## config.mk

```make
export PLATFORM = sky130hd
export DESIGN_NAME = btc_top
export DESIGN_NICKNAME = d
export VERILOG_FILES = /design/src/logic/btc_pkg.sv /design/src/logic/btc_digit.sv /design/src/logic/btc_top.sv
export VERILOG_INCLUDE_DIRS = /design/src /design/src/logic
export SDC_FILE = /design/constraint.sdc
export NUM_CORES = 1
export LEC_CHECK = 0
export BUFFER_PORTS_ARGS = -buffer_cell sky130_fd_sc_hd__buf_2
export CAP_MARGIN = 20
export CELL_PAD_IN_SITES_DETAIL_PLACEMENT = 1
export CELL_PAD_IN_SITES_GLOBAL_PLACEMENT = 1
export CORE_UTILIZATION = 39
export CTS_CLUSTER_SIZE = 14
export DETAILED_ROUTE_END_ITERATION = 8
export PLACE_DENSITY_LB_ADDON = 0.1
export REMOVE_ABC_BUFFERS = 1
export SLEW_MARGIN = 30
export SYNTH_ARGS = -nofsm -noshare
export SYNTH_HDL_FRONTEND = slang
export SYNTH_HIERARCHICAL = 1
export SYNTH_SLANG_ARGS = --single-unit
```

## constraint.sdc

```tcl
create_clock -name ref_clk_i -period 3.4 [get_ports ref_clk_i]
set_input_delay 0.68 -clock ref_clk_i [delete_from_list [all_inputs] [get_ports ref_clk_i]]
set_output_delay 0.68 -clock ref_clk_i [all_outputs]
set_load 0.005 [all_outputs]
```

## src/logic/btc_defines.svh

```systemverilog
// register offsets, field positions, reset values and timing counts of the bcd time counter
// Operation
// RULE1: medium speed flag picks medium or high speed active mode after wake
// RULE2: direct transfer flag at bit 3 joins the after-sleep mode choice
// RULE3: subactive clock field selects watch clock divided by 8, 4, 2 or 1
// RULE4: a new subactive clock setting applies only after the next sleep
// RULE5: rtc requests pass only while rtc irq enable, bit 7, is 1
// RULE6: seconds units count 0 to 9 and carry into seconds tens
// RULE7: seconds tens count 0 to 5; after 59 seconds return to 00
// RULE8: units in bits 3-0, tens in bits 6-4, bit 7 held 0
// RULE9: minutes units count 0 to 9 and carry into minutes tens
// RULE10: minutes tens count 0 to 5; after 59 minutes return to 00
// RULE11: hours kept as one bcd byte, weekday as one binary byte
// RULE12: hours tens count 0 to 2, hours in 24 hour form
// RULE13: one second flag set by event; cleared by writing 0 while 1
// RULE14: weekday code runs 000 sunday to 110 saturday, one step a day
// RULE15: minute wrap advances hours; hour wrap advances weekday, saturday to sunday
// RULE16: time bytes reset to zero; time advances only on enabled second events
`ifndef BTC_DEFINES_SVH
`define BTC_DEFINES_SVH

// ***********************************************************
// register indices (byte address is four times the index)
// ***********************************************************
`define BTC_IDX_SEC 16'hfb80
`define BTC_IDX_MIN 16'hfb81
`define BTC_IDX_HOUR 16'hfb82
`define BTC_IDX_DAY 16'hfb83
`define BTC_IDX_FLAG 16'hf067
`define BTC_IDX_MASK 16'hf068
`define BTC_IDX_STAT 16'hf069
`define BTC_IDX_SYS1 16'hfff0
`define BTC_IDX_SYS2 16'hfff1
`define BTC_IDX_IE 16'hfff3

// ***********************************************************
// field positions
// ***********************************************************
`define BTC_S1_STANDBY 7
`define BTC_S1_LOWSPD 3
`define BTC_S1_AUX 2
`define BTC_S2_DIRECT 3
`define BTC_S2_MEDIUM 2
`define BTC_S2_SUB_HI 1
`define BTC_S2_SUB_LO 0
`define BTC_IE_RTC 7
`define BTC_FLAG_SEC 2
`define BTC_EV_SEC 0
`define BTC_EV_MIN 1
`define BTC_EV_HOUR 2
`define BTC_EV_DAY 3

// ***********************************************************
// reset values and masks
// ***********************************************************
`define BTC_RST_SYS1 8'h8c
`define BTC_RST_SYS2 8'h00
`define BTC_RST_IE 8'h80
`define BTC_MSK_SYS1 8'h8c
`define BTC_MSK_SYS2 8'h0f
`define BTC_MSK_TIME 8'h7f
`define BTC_MSK_HOUR 8'h3f
`define BTC_MSK_DAY 8'h07
`define BTC_LAST_DAY 8'h06
`define BTC_LAST_HOUR 8'h23

// ***********************************************************
// timing
// ***********************************************************
`define BTC_CLK_PERIOD_NS 5
`define BTC_SEC_PERIOD_NS 1000000000
`define BTC_SEC_CYCLES (`BTC_SEC_PERIOD_NS / `BTC_CLK_PERIOD_NS)

`endif

```

## src/logic/btc_pkg.sv

```systemverilog
// types shared by the bcd time counter files
package btc_pkg;

   // mode entered after a sleep instruction
   typedef enum logic [2:0] {
      BTC_SLEEP = 3'b000,
      BTC_SUBSLEEP = 3'b001,
      BTC_STANDBY = 3'b010,
      BTC_WATCH = 3'b011,
      BTC_DIRECT_ACT = 3'b100,
      BTC_DIRECT_SUB = 3'b101
   } btc_mode_e;

   // avalon request from the master
   typedef struct packed {
      logic [15:0] address;
      logic read;
      logic write;
      logic [31:0] writedata;
      logic [3:0] byteenable;
   } btc_avm_req_s;

   // avalon answer to the master
   typedef struct packed {
      logic [31:0] readdata;
      logic waitrequest;
   } btc_avm_rsp_s;

   // whole state of the top module
   typedef struct packed {
      logic [7:0] sec;
      logic [7:0] min;
      logic [7:0] hour;
      logic [7:0] day;
      logic [7:0] sys1;
      logic [7:0] sys2;
      logic [7:0] ie;
      logic flag;
      logic [3:0] status;
      logic [3:0] mask;
      logic irq;
      logic [1:0] sub_div;
      logic wake_medium;
      btc_mode_e mode;
      logic [31:0] div;
      logic tick;
      logic waitreq;
      logic [7:0] rdata;
   } btc_state_s;

endpackage : btc_pkg

```

## src/logic/btc_digit.sv

```systemverilog
// one decimal digit step with wrap and carry
`timescale 1ns/1ps
module btc_digit #(
   parameter logic [3:0] MAX = 4'h9
) (
   input wire logic [3:0] val_i,
   input wire logic inc_i,
   output logic [3:0] next_o,
   output logic carry_o
);

   // wrap to zero past the top value and pass a carry on
   always_comb begin
      carry_o = inc_i && (val_i == MAX);
      if (!inc_i) begin
         next_o = val_i;
      end else if (carry_o) begin
         next_o = 4'h0;
      end else begin
         next_o = val_i + 4'h1;
      end
   end

endmodule : btc_digit

```

## src/logic/btc_top.sv

```systemverilog
// bcd time of day counter with sleep mode control and avalon register slave
//
// Local design decision: register access over Avalon-MM.
`timescale 1ns/1ps
`include "btc_defines.svh"
module btc_top
   import btc_pkg::*;
#(
   parameter int SEC_CYCLES = `BTC_SEC_CYCLES
) (
   input wire logic ref_clk_i,
   input wire logic rstn_i,
   input wire btc_avm_req_s avm_i,
   output btc_avm_rsp_s avm_o,
   input wire logic sleep_i,
   output logic [1:0] sub_div_o,
   output logic wake_medium_o,
   output btc_mode_e mode_o,
   output logic sec_flag_o,
   output logic irq_o
);

   // ***********************************************************
   // state
   // ***********************************************************
   btc_state_s st;
   btc_state_s next_st;

   // ***********************************************************
   // digit chain
   // ***********************************************************
   logic adv;
   logic [3:0] su_next;
   logic [3:0] st_next;
   logic [3:0] mu_next;
   logic [3:0] mt_next;
   logic su_carry;
   logic st_carry;
   logic mu_carry;
   logic mt_carry;

   // a second step only counts while rtc requests are enabled
   assign adv = st.tick && st.ie[`BTC_IE_RTC]; // RULE5 RULE16

   // seconds units, carry into tens
   btc_digit #(.MAX(4'h9)) u_sec_units ( // RULE6
      .val_i(st.sec[3:0]),
      .inc_i(adv),
      .next_o(su_next),
      .carry_o(su_carry)
   );

   // seconds tens wrap to zero after five
   btc_digit #(.MAX(4'h5)) u_sec_tens ( // RULE7
      .val_i({1'b0, st.sec[6:4]}),
      .inc_i(su_carry),
      .next_o(st_next),
      .carry_o(st_carry)
   );

   // minutes units advance once per minute
   btc_digit #(.MAX(4'h9)) u_min_units ( // RULE9
      .val_i(st.min[3:0]),
      .inc_i(st_carry),
      .next_o(mu_next),
      .carry_o(mu_carry)
   );

   // minutes tens wrap to zero after five
   btc_digit #(.MAX(4'h5)) u_min_tens ( // RULE10
      .val_i({1'b0, st.min[6:4]}),
      .inc_i(mu_carry),
      .next_o(mt_next),
      .carry_o(mt_carry)
   );

   // ***********************************************************
   // bus decode helpers
   // ***********************************************************
   logic req_new;
   logic wr_en;
   logic rd_en;
   logic wr_time;
   logic [7:0] wbyte;
   logic [7:0] rd_mux;
   logic [3:0] events;
   logic hour_wrap;

   // a request is taken once, in the cycle before waitrequest drops
   assign req_new = (avm_i.read || avm_i.write) && st.waitreq;
   assign wr_en = req_new && avm_i.write && avm_i.byteenable[0];
   assign rd_en = req_new && avm_i.read;
   assign wbyte = avm_i.writedata[7:0];
   assign wr_time = wr_en && (avm_i.address == `BTC_IDX_SEC || avm_i.address == `BTC_IDX_MIN ||
                              avm_i.address == `BTC_IDX_HOUR || avm_i.address == `BTC_IDX_DAY);
   assign hour_wrap = mt_carry && (st.hour == `BTC_LAST_HOUR);

   // read data mux; reserved bits and unmapped words read as zero
   always_comb begin
      case (avm_i.address)
         `BTC_IDX_SEC: rd_mux = st.sec;
         `BTC_IDX_MIN: rd_mux = st.min;
         `BTC_IDX_HOUR: rd_mux = st.hour;
         `BTC_IDX_DAY: rd_mux = st.day;
         `BTC_IDX_FLAG: rd_mux = {5'h00, st.flag, 2'h0};
         `BTC_IDX_MASK: rd_mux = {4'h0, st.mask};
         `BTC_IDX_STAT: rd_mux = {4'h0, st.status};
         `BTC_IDX_SYS1: rd_mux = st.sys1;
         `BTC_IDX_SYS2: rd_mux = st.sys2;
         `BTC_IDX_IE: rd_mux = st.ie;
         default: rd_mux = 8'h00;
      endcase
   end

   // ***********************************************************
   // next state
   // ***********************************************************
   always_comb begin
      next_st = st;
      events = 4'h0;

      // one second divider; the divide count is a parameter so tests can shorten it
      next_st.tick = 1'b0;
      if (st.div == 32'(SEC_CYCLES - 1)) begin
         next_st.div = 32'h0;
         next_st.tick = 1'b1;
      end else begin
         next_st.div = st.div + 32'h1;
      end

      // time bytes; bit 7 never set since only three tens bits are written
      next_st.sec = {1'b0, st_next[2:0], su_next}; // RULE8
      next_st.min = {1'b0, mt_next[2:0], mu_next}; // RULE8
      if (mt_carry) begin
         // hours follow the minute wrap in 24 hour form
         if (hour_wrap) begin
            next_st.hour = 8'h00; // RULE12 RULE15
            // weekday wraps saturday back to sunday
            if (st.day >= `BTC_LAST_DAY) begin
               next_st.day = 8'h00; // RULE14 RULE15
            end else begin
               next_st.day = st.day + 8'h01; // RULE11 RULE14
            end
         end else if (st.hour[3:0] == 4'h9) begin
            next_st.hour = {2'h0, st.hour[5:4] + 2'h1, 4'h0}; // RULE11 RULE12
         end else begin
            next_st.hour = {2'h0, st.hour[5:4], st.hour[3:0] + 4'h1}; // RULE15
         end
      end

      // events for the interrupt status
      events[`BTC_EV_SEC] = adv;
      events[`BTC_EV_MIN] = st_carry;
      events[`BTC_EV_HOUR] = mt_carry;
      events[`BTC_EV_DAY] = hour_wrap;

      // software writes win over the count step in the same cycle
      if (wr_en) begin
         case (avm_i.address)
            `BTC_IDX_SEC: next_st.sec = wbyte & `BTC_MSK_TIME; // RULE8
            `BTC_IDX_MIN: next_st.min = wbyte & `BTC_MSK_TIME; // RULE8
            `BTC_IDX_HOUR: next_st.hour = wbyte & `BTC_MSK_HOUR;
            `BTC_IDX_DAY: next_st.day = wbyte & `BTC_MSK_DAY;
            `BTC_IDX_MASK: next_st.mask = wbyte[3:0];
            `BTC_IDX_SYS1: next_st.sys1 = wbyte & `BTC_MSK_SYS1;
            `BTC_IDX_SYS2: next_st.sys2 = wbyte & `BTC_MSK_SYS2; // RULE2 RULE3
            `BTC_IDX_IE: next_st.ie = wbyte & 8'h80; // RULE5
            default: next_st.sys2 = st.sys2;
         endcase
      end

      // second flag: clear by writing 0 while it is 1, writing 1 does nothing, the event wins
      if (wr_en && avm_i.address == `BTC_IDX_FLAG && !wbyte[`BTC_FLAG_SEC] && st.flag) begin
         next_st.flag = 1'b0; // RULE13
      end
      if (adv) begin
         next_st.flag = 1'b1; // RULE13
      end

      // sticky status cleared by its read, new events kept over the clear
      if (rd_en && avm_i.address == `BTC_IDX_STAT) begin
         next_st.status = events;
      end else begin
         next_st.status = st.status | events;
      end
      next_st.irq = |(next_st.status & next_st.mask);

      // sleep latches the divider, the wake speed and the next mode
      if (sleep_i) begin
         next_st.sub_div = {st.sys2[`BTC_S2_SUB_HI], st.sys2[`BTC_S2_SUB_LO]}; // RULE3 RULE4
         next_st.wake_medium = st.sys2[`BTC_S2_MEDIUM]; // RULE1
         if (!st.sys1[`BTC_S1_STANDBY]) begin
            next_st.mode = st.sys1[`BTC_S1_LOWSPD] ? BTC_SUBSLEEP : BTC_SLEEP; // RULE2
         end else if (st.sys2[`BTC_S2_DIRECT]) begin
            next_st.mode = st.sys1[`BTC_S1_LOWSPD] ? BTC_DIRECT_SUB : BTC_DIRECT_ACT; // RULE2
         end else begin
            next_st.mode = st.sys1[`BTC_S1_AUX] ? BTC_WATCH : BTC_STANDBY; // RULE2
         end
      end

      // avalon answer: waitrequest drops for the one answering cycle
      next_st.waitreq = !req_new;
      if (rd_en) begin
         next_st.rdata = rd_mux;
      end
   end

   // ***********************************************************
   // state register
   // ***********************************************************
   // synchronous reset; the time bytes start at midnight sunday
   always_ff @(posedge ref_clk_i) begin
      if (!rstn_i) begin
         st <= '0; // RULE16
         st.sys1 <= `BTC_RST_SYS1;
         st.sys2 <= `BTC_RST_SYS2;
         st.ie <= `BTC_RST_IE; // RULE5
         st.waitreq <= 1'b1;
         st.mode <= BTC_SLEEP;
      end else begin
         st <= next_st;
      end
   end

   // ***********************************************************
   // outputs
   // ***********************************************************
   // every output is a state field
   assign avm_o.readdata = {24'h000000, st.rdata};
   assign avm_o.waitrequest = st.waitreq;
   assign sub_div_o = st.sub_div; // RULE4
   assign wake_medium_o = st.wake_medium;
   assign mode_o = st.mode;
   assign sec_flag_o = st.flag;
   assign irq_o = st.irq;
endmodule : btc_top
```

**Word level (Yosys, flattened, before mapping)**

Index checks and enable logic that the tools add are counted.

- Add/sub/neg operators: 8
- $lt $le $gt $ge: 1
- Equality and inequality tests: 17
- Multiplexer cells: 33
- Bitwise logic cells: 3
- Reductions and logical operators: 24

Operators with widths:

| operator | number |
|---|---|
| $eq A16 B16 Y1 const B | 10 |
| $pmux W8 S10 | 1 |
| $mux W55 | 1 |
| $mux W8 | 6 |
| $add A32 B1 Y32 const B | 1 |
| $eq A32 B28 Y1 const B | 1 |
| $mux W4 | 8 |
| $mux W3 | 6 |
| $mux W16 | 1 |
| $logic_and A1 B1 Y1 | 14 |
| $mux W7 | 2 |
| $add A4 B1 Y4 const B | 3 |
| $eq A4 B4 Y1 const B | 3 |
| $mux W6 | 2 |
| $add A8 B1 Y8 const B | 1 |
| $eq A8 B6 Y1 const B | 1 |
| $ge A8 B3 Y1 const B | 1 |
| $reduce_and A2 Y1 | 4 |
| $add A3 B1 Y3 const B | 2 |
| $eq A3 B3 Y1 const B | 2 |
| $mux W1 | 6 |
| $and A4 B4 Y4 | 1 |
| $or A4 B4 Y4 | 1 |
| $reduce_or A4 Y1 | 1 |
| 6 further kinds | 7 |

- Register bits after elaboration: 98
- Logic and storage cells: 106

**Depth between registers and ports, before layout**

Gate-level depths: netlist (run 1).

- Depth after elaboration: 10
- Depth in mapped cells: 14
- Gate-level depth less buffers: 13

**Modules after synthesis**

Netlist (run 1), hierarchy kept.

Modules (own cells, without submodules):

| module | times used | cells an instance | area each (um^2) |
|---|---|---|---|
| btc_top | 1 | 559 | 5036.1 |
| btc_digit at u_min_tens ... | 2 | 18 | 130.1 |
| btc_digit at u_min_units ... | 2 | 19 | 130.1 |

**Worst setup path before layout (run 1)**

Ideal clock, no wire load.

- Path kind: register to register
- Start: register st[106] (netlist bit)
- End: register st[95] (netlist bit)
- Library setup time: 0.133 ns
- Arrival: 2.769 ns
- Required time: 3.267 ns
- Setup slack: 0.497 ns
- Cell stages (with the launch flop): 14
- Cells stage by stage: dfxtp_1 > ha_1 > nand2_1 > nor2_1 > and2_1 > and3_1 > and2_1 > and3_1 > clkbuf_1 > nand3_1 > o21ai_0 > nand2_1 > a21oi_1 > a211oi_1

- Cells in the longest elaborated chain, start to end: 10

RTL lines:

| what | line | text |
|---|---|---|
| start: declaration | btc_top.sv:26 | `btc_state_s st;` |
| start signal: assignment | btc_top.sv:221 | `st <= next_st;` |
| $eq A4 B4 Y1 (*) | btc_digit.sv:14 | `carry_o = inc_i && (val_i == MAX);` |
| $logic_and A1 B1 Y1 (*) | btc_digit.sv:14 |  |
| named net su_carry | btc_top.sv:37 | `logic su_carry;` |
| $logic_and A1 B1 Y1 (*) | btc_digit.sv:14 |  |
| named net st_carry | btc_top.sv:38 | `logic st_carry;` |
| $logic_and A1 B1 Y1 (*) | btc_digit.sv:14 |  |
| named net mu_carry | btc_top.sv:39 | `logic mu_carry;` |
| $logic_and A1 B1 Y1 (*) | btc_digit.sv:14 |  |
| named net mt_carry | btc_top.sv:40 | `logic mt_carry;` |
| $logic_and A1 B1 Y1 | btc_top.sv:96 | `` assign hour_wrap = mt_carry && (st.hour == `BTC_LAST_HOUR); `` |
| $mux W6 | btc_top.sv:136 | `if (hour_wrap) begin` |
| $mux W16 (*) | btc_top.sv:134 | `if (mt_carry) begin` |
| $mux W8 | btc_top.sv:159 | `case (avm_i.address)` |
| $mux W55 (*) | btc_top.sv:158 | `if (wr_en) begin` |

The timed path passes the listed nets; every way through them passes the cells marked *.
A chain may end at the register's enable or synchronous reset.

**Worst setup path in the final report (run 1)**

- Start: register st[106] (netlist bit)
- End: register st[86] (netlist bit)

- Cells in the longest elaborated chain, start to end: 10

RTL lines:

| what | line |
|---|---|
| $eq A4 B4 Y1 (*) | btc_digit.sv:14 |
| $logic_and A1 B1 Y1 (*) | btc_digit.sv:14 |
| named net su_carry | btc_top.sv:37 |
| $logic_and A1 B1 Y1 (*) | btc_digit.sv:14 |
| named net st_carry | btc_top.sv:38 |
| $logic_and A1 B1 Y1 (*) | btc_digit.sv:14 |
| named net mu_carry | btc_top.sv:39 |
| $logic_and A1 B1 Y1 (*) | btc_digit.sv:14 |
| named net mt_carry | btc_top.sv:40 |
| $logic_and A1 B1 Y1 | btc_top.sv:96 |
| $mux W8 | btc_top.sv:136 |
| $mux W16 (*) | btc_top.sv:134 |
| $mux W8 | btc_top.sv:159 |
| $mux W55 (*) | btc_top.sv:158 |

Marks and branches as above.

==> results of run 1 <==
-- worst reg2reg max path, delay by kind of cell, from the launching register on --
kind	cells	cell delay [ns]
simple gates	8	1.77
fa+ha+maj	1	0.22
compound gates	3	0.43
flops	1	0.47
-- registers in the layout, summed over array words and instances, names as in the netlist --
register,flops
mode_o,3
sub_div_o,2
wake_medium_o,1
irq_o,1
st,79
avm_o,9
sec_flag_o,1
-- cells in the final DEF (no fill, tap or decap), types with 6 or more instances in the layout --
master                       n
sky130_fd_sc_hd__a21oi_1    13
sky130_fd_sc_hd__and2_1      8
sky130_fd_sc_hd__and3_1     17
sky130_fd_sc_hd__and4_1     12
sky130_fd_sc_hd__buf_2      46
sky130_fd_sc_hd__buf_4      12
sky130_fd_sc_hd__clkbuf_16   9
sky130_fd_sc_hd__conb_1     28
sky130_fd_sc_hd__dfxtp_1    96
sky130_fd_sc_hd__ha_1       14
sky130_fd_sc_hd__inv_1      13
sky130_fd_sc_hd__mux2i_1    32
sky130_fd_sc_hd__mux4_2      6
sky130_fd_sc_hd__nand2_1    33
sky130_fd_sc_hd__nand2b_1   20
sky130_fd_sc_hd__nand3_1    28
sky130_fd_sc_hd__nand3b_1    8
sky130_fd_sc_hd__nand4_1    25
sky130_fd_sc_hd__nor2_1     75
sky130_fd_sc_hd__nor2b_1     6
sky130_fd_sc_hd__nor3_1      9
sky130_fd_sc_hd__o21a_1      6
sky130_fd_sc_hd__o21ai_0    11
sky130_fd_sc_hd__o21ai_1     6
sky130_fd_sc_hd__xnor2_1    12
sky130_fd_sc_hd__xor2_1     17
-- power breakdown --
group / internal, W / switching (W) / total [W]
logic: 0.0000419 / 0.0000832 / 0.000125
registers: 0.00113 / 0.00000804 / 0.00114
clock network: 0.000572 / 0.000465 / 0.00104
-- metrics by stage --
stage	power, W	setup WS [ns]	hold WS [ns]	area, um^2
after floorplan	0.001219	-0.3474	0.4129	5205
after global placement	0.001289	0.5515	0.4243	5763
after detailed placement	0.001291	0.4315	0.4361	5763
after CTS	0.002336	0.4132	0.4457	6057
after global routing	0.002395	0.1123	0.4974	6057
final	0.002302	0.4187	0.4439	6057
-- final timing paths --
check / start / end / slack (ns) / cells after the start
min: st[10] / st[10] / 0.44 / 1
max: st[106] / st[86] / 0.42 / 12
min reg2reg: st[10] / st[10] / 0.44 / 1
max reg2reg: st[106] / st[86] / 0.42 / 12
-- metal layers --
layer	wire [um]	up-vias
met1	7259	2314
li1	-	2253
met5	0	-
met3	619	21
met2	7081	97
met4	271	0
-- final cells by class --
| cell class | count | area, um^2 |
|---|---|---|
| Inverter | 13 | 48.80 |
| Timing Repair Buffer | 58 | 320.3 |
| Multi-Input combinational cell | 480 | 3247 |
| Clock inverter | 6 | 68.82 |
| Sequential cell | 96 | 1922 |
| Fill cell | 1651 | 7770 |
| Clock buffer | 9 | 225.2 |
| Tap cell | 180 | 225.2 |
==> out/results.tsv, run 1 <==
stage	metric	value	unit
placement	buffer_ports.inserted	46	
drt	ant_nets	0	
power	power_density_over_the_cells	380.0	nW/um^2
layout	nNetsFinal	729	
job	max_cap_viol_count	0	
sta	rsz0062_at_grt	no	
synthesis	syn_area	5514	um^2
drt	route.final.wire_length	15230	um
power	vdd_drop_max	0.0001981	V
run_status	run_status	finished, final reports clean	
worst_setup_path	worst-endpoint-required	3.64	ns
placement	dp_hpwl	11300	um
synthesis	post_synth_inst_count	627	
sta	tightest_pin_transition	0.8349	ns
global_routing	grt_first_pass_wirelength	24560	um
worst_setup_path	worst_path_cell_with_the_longest_stage_delay	sky130_fd_sc_hd__dfxtp_1	
sta	setup_tns	0	ns
drt	drt_pass1_iterations	4	
clock_network	cts-buffers-inserted	9	
drt	post_route_drc	0	
clock_network	clk_path_buf_depth	2	
floorplan	floorplan.die_area	14620	um^2
worst_setup_path	critPathLaunchType	register	
global_routing	met3_grt_util	3.759	%
worst_setup_path	timing.critical_path.fanout_max	7	
power	static-leakage-power	2.573	nW
global_routing	maximum_number_of_pins_on_one_net_before_global_route_repair	31	
worst_setup_path	end_kind	register	
worst_setup_path	arrival	3.22	ns
sta	slew_headroom	44.28	%
clock_network	clock_latency	0.35	ns
floorplan	core.rowCount	43	
sta	report.final.setup_viol	0	
sta	finalMaxSlewViolations	0	
clock_network	clkSlewWorstSetupHoldPaths	0.07	ns
sta	fmax	335.4	MHz
placement	dp.cells	827	
sta	layout_min_cycle_time	2.981	ns
global_routing	grt_pass1_vias	4681	
clock_network	post_cts_hold_buffer_count	0	
floorplan	fp.dieH	120.9	um
synthesis	yosys_warnings	6	
min_path	worst_hold_path_type	register to register	
global_routing	global_route.usage.total	21.99	%
clock_network	post_cts_resized	0	
global_routing	grt-ovfl-total	0	
synthesis	synth_area_per_cell	8.794	um^2
clock_network	tritoncts	yes	
placement	gp_congestion	0.8120	
clock_network	setup_repair_bufs_after_cts	0	
floorplan	initial_util	39.88	%
worst_setup_path	critical_path.cell_chain	ha_1 -> nand2_1 -> nor2_1 -> and2_1 -> and3_1 -> and2_1 -> and3_1 -> nand3_1 -> or2_2 -> o21ai_1 -> a21oi_1 -> o21a_1	
floorplan	die_w	120.9	um
sta	timing_hold_violations_final	0	
global_routing	grt_use_met1	29.00	%
worst_setup_path	crit_buf_inv	0	
sta	fin_skew	0.007800	ns
worst_setup_path	cpPeakStageDelay	0.47	ns
drt	route.detailed.vias_per_inst	5.564	
sta	final.period_utilization	87.69	%
layout	area_growth_syn_to_layout	9.848	%
clock_network	htree_num_levels	3	
drt	routed_length_per_instance	18.09	um
worst_setup_path	crit_type	register to register	
drt	total_vias_in_the_final_route	4685	
global_routing	grt-busiest-layer	met2	
drt	drtIter0Drc	236	
layout	antenna_cells	0	
floorplan	ioPinCount	98	
global_routing	initial_antenna_violation_count	0	
global_routing	gr-usage-met2	35.86	%
floorplan	core_area	13830	um^2
layout	fin_cells	842	
layout	fraction_of_layout_cells_with_a_size_suffix_above_1	15.86	%
worst_setup_path	timing.critical_path.max_delay_family	simple AND/OR/NAND/NOR gates	
clock_network	clock_sinks	96	
clock_network	root_buffer	sky130_fd_sc_hd__clkbuf_16	
layout	end_of_flow_core_utilization	43.81	%
Power figures use the tool's default switching activity.
==> run 2, diff against run 1 <==
--- a/config.mk
+++ b/config.mk
@@ -6,13 +6,13 @@
 export SDC_FILE = /design/constraint.sdc
 export NUM_CORES = 1
 export LEC_CHECK = 0
-export BUFFER_PORTS_ARGS = -buffer_cell sky130_fd_sc_hd__buf_2
 export CAP_MARGIN = 20
 export CELL_PAD_IN_SITES_DETAIL_PLACEMENT = 1
 export CELL_PAD_IN_SITES_GLOBAL_PLACEMENT = 1
 export CORE_UTILIZATION = 39
 export CTS_CLUSTER_SIZE = 14
 export DETAILED_ROUTE_END_ITERATION = 8
+export DONT_BUFFER_PORTS = 1
 export PLACE_DENSITY_LB_ADDON = 0.1
 export REMOVE_ABC_BUFFERS = 1
 export SLEW_MARGIN = 30
==> constraint.sdc (replaced) <==
create_clock -name ref_clk_i -period 2.8 [get_ports ref_clk_i]
set_input_delay 0.56 -clock ref_clk_i [delete_from_list [all_inputs] [get_ports ref_clk_i]]
set_output_delay 0.56 -clock ref_clk_i [all_outputs]
set_load 0.005 [all_outputs]
==> run 2 against run 1 <==
Clock skew grew 0.0045 ns. Combinational power shrank 27%. Wire length grew 0.13%. Count of clock-buffer cells in the layout grew 1. Sequential share of layout area grew 0.97 points. Global-route usage grew 0.25 points. Final cell count shrank 4.9%. Critical path type unchanged. Critical endpoint is now st[82]. Largest cell class unchanged. Largest power group unchanged.
==> out/results.tsv, run 2 (synthesis results as in run 1) <==
stage	metric	value	unit	change
layout	regMostFlops	st		
clock_network	htree_num_levels	3		unchanged
global_routing	global_route.usage.total	22.24	%	+0.25 points
sta	tightest_pin_transition	0.6669	ns	-0.1680 ns
sta	slew_headroom	55.49	%	+11 points
worst_setup_path	r2r_cells	15		+3
drt	drt_pass1_iterations	4		unchanged
clock_network	clock_latency	0.36	ns	about the same
drt	total_vias_in_the_final_route	4529		-3.3%
worst_setup_path	cpPeakStageDelay	0.37	ns	-0.10 ns
layout	multiInputGateArea	3249	um^2	about the same
power	static-leakage-power	2.403	nW	-6.6%
placement	dp_hpwl	10990	um	-2.7%
job	max_cap_viol_count	0		unchanged
layout	end_of_flow_core_utilization	42.50	%	-1.3 points
layout	nFillCells	1642		-0.55%
layout	final_cell_mix	96 x sky130_fd_sc_hd__dfxtp_1, 74 x sky130_fd_sc_hd__nor2_1, 33 x sky130_fd_sc_hd__nand2_1		
global_routing	grt_first_pass_wirelength	24670	um	+0.48%
worst_setup_path	worst_path_cell_with_the_longest_stage_delay	sky130_fd_sc_hd__dfxtp_1		
clock_network	clock_sinks	96		unchanged
floorplan	ioPinCount	98		unchanged
floorplan	core.rowCount	43		unchanged
worst_setup_path	arrival	2.86	ns	-0.36 ns
drt	drtIter0Drc	245		+3.8%
sta	fmax	391.0	MHz	+17%
layout	antenna_cells	0		unchanged
global_routing	initial_antenna_violation_count	0		unchanged
clock_network	tritoncts	yes		
layout	area_growth_syn_to_layout	6.581	%	
layout	register_area	1922	um^2	unchanged
clock_network	post_cts_hold_buffer_count	0		unchanged
sta	layout_min_cycle_time	2.558	ns	-0.4236 ns
clock_network	clkSlewWorstSetupHoldPaths	0.08	ns	about the same
layout	nNetsFinal	687		-5.8%
global_routing	grt-ovfl-total	0		unchanged
layout	mostFrequentLayoutCell	sky130_fd_sc_hd__dfxtp_1		
placement	gp_congestion	0.7984		-1.7%
min_path	worst_hold_path_type	input port to register		
sta	report.final.setup_viol	0		unchanged
clock_network	clk_path_buf_depth	2		unchanged
worst_setup_path	timing.critical_path.fanout_max	7		unchanged
floorplan	core_area	13830	um^2	unchanged
power	vdd_drop_max	0.0002722	V	+37%
layout	flip_flop_count_of_the_largest_register_all_copies_and_words_added	79		unchanged
worst_setup_path	critical_path.cell_chain	inv_1 -> ha_1 -> nand2_1 -> nor2_2 -> and2_1 -> and3_1 -> and2_1 -> and3_1 -> nand3_1 -> buf_4 -> nor2_4 -> buf_4 -> nand3_1 -> o211ai_1 -> o211a_1		
placement	postPlaceCellArea	5563	um^2	-3.5%
run_status	run_status	finished, final reports clean		
floorplan	initial_util	39.88	%	unchanged
floorplan	fp.dieH	120.9	um	unchanged
power	power_density_over_the_cells	478.6	nW/um^2	+26%
clock_network	root_buffer	sky130_fd_sc_hd__clkbuf_16		
placement	buffer_ports.inserted	0		-100%
sta	timing_hold_violations_final	0		unchanged
floorplan	floorplan.die_area	14620	um^2	unchanged
sta	final.period_utilization	91.35	%	+3.7 points
drt	post_route_drc	0		unchanged
sta	finalMaxSlewViolations	0		unchanged
min_path	min_path_cells	1		unchanged
sta	fin_skew	0.01233	ns	+0.004530 ns
layout	final_design_area_no_fill	5877	um^2	-3.0%
drt	route.detailed.vias_per_inst	5.654		+1.6%
clock_network	cts-buffers-inserted	9		unchanged
sta	rsz0062_at_grt	no		
global_routing	maximum_number_of_pins_on_one_net_before_global_route_repair	31		unchanged
worst_setup_path	crit_type	register to register		
drt	routed_length_per_instance	19.04	um	+5.3%
floorplan	die_w	120.9	um	unchanged
drt	ant_nets	0		unchanged
layout	fraction_of_layout_cells_with_a_size_suffix_above_1	10.47	%	-5.4 points
worst_setup_path	critPathLaunchType	register		
worst_setup_path	end_kind	register		
worst_setup_path	ff2ff_setup_slack	0.24	ns	-0.18 ns
global_routing	grt_pass1_vias	4590		-1.9%
worst_setup_path	worst-endpoint-required	3.10	ns	-0.54 ns
drt	route.final.wire_length	15250	um	+0.13%
run 2: cell types whose count changed in the layout (fill, tap and decap cells not counted), sizes merged:
cell / before / now
buf: 58 / 16
clkbuf: 9 / 10
clkinvlp: 1 / 0
inv: 15 / 16
run 2: layout make-up:
cell class                 count  area share (%)
multi-input combinational    480           55.29
sequential                    96           32.70
clock buffer                  10           4.066
tap                          180           3.832
timing repair buffer          16           2.044
clock inverter                 6           1.235
inverter                      13          0.8303
run 2: layer usage:
layer | vias to the layer above | GRT usage (%) | routed length (um) | share of wire (%)
li1 | 2174 | - | - | -
met4 | 0 | 7.562 | 248 | 1.6
met2 | 106 | 34.32 | 6856 | 45
met3 | 19 | 5.028 | 752 | 4.9
met1 | 2230 | 30.37 | 7394 | 48
met5 | - | 0 | 0 | 0
run 2: worst max-delay path, delay by kind of cell (launching register included):
| family | cells | cell delay [ns] |
|---|---|---|
| simple gates | 9 | 1.27 |
| buf+inv | 3 | 0.43 |
| flops | 1 | 0.37 |
| compound gates | 2 | 0.27 |
| fa+ha+maj | 1 | 0.17 |
run 2: stage by stage:
stage / total power (W) / cells / hold WS (ns) / setup slack (ns) / setup TNS, ns
6_report: 0.002812 / 801 / 0.2683 / 0.2423 / 0
5_1_grt: 0.002931 / 801 / 0.2443 / 0.04959 / 0
4_1_cts: 0.002847 / 801 / 0.2526 / 0.1891 / 0
3_5_place_dp: 0.001508 / 785 / 0.4334 / 0.2204 / 0
3_3_place_gp: 0.001505 / 785 / 0.4252 / 0.2549 / 0
2_1_floorplan: 0.001480 / 589 / 0.4129 / -0.8274 / -24.34
run 2: timing repair:
action / CTS / global route
buffers inserted: 0 / 0
endpoints found under the setup margin: 0 / 1
hold endpoints to repair: 0 / 0
resized for setup: 0 / 1
run 2: final timing paths:
| kind | from | to |
|---|---|---|
| hold / removal | rstn_i | st[76] |
| hold reg to reg | st[10] | st[10] |
| setup reg to reg | st[107] | st[82] |
| setup / recovery | st[107] | st[82] |
run 2: power by group:
group / switching (W) / internal (W)
Sequential: 0.0000107 / 0.00137
Clock: 0.000606 / 0.000731
Combinational: 0.0000585 / 0.0000326
Total: 0.000675 / 0.00214
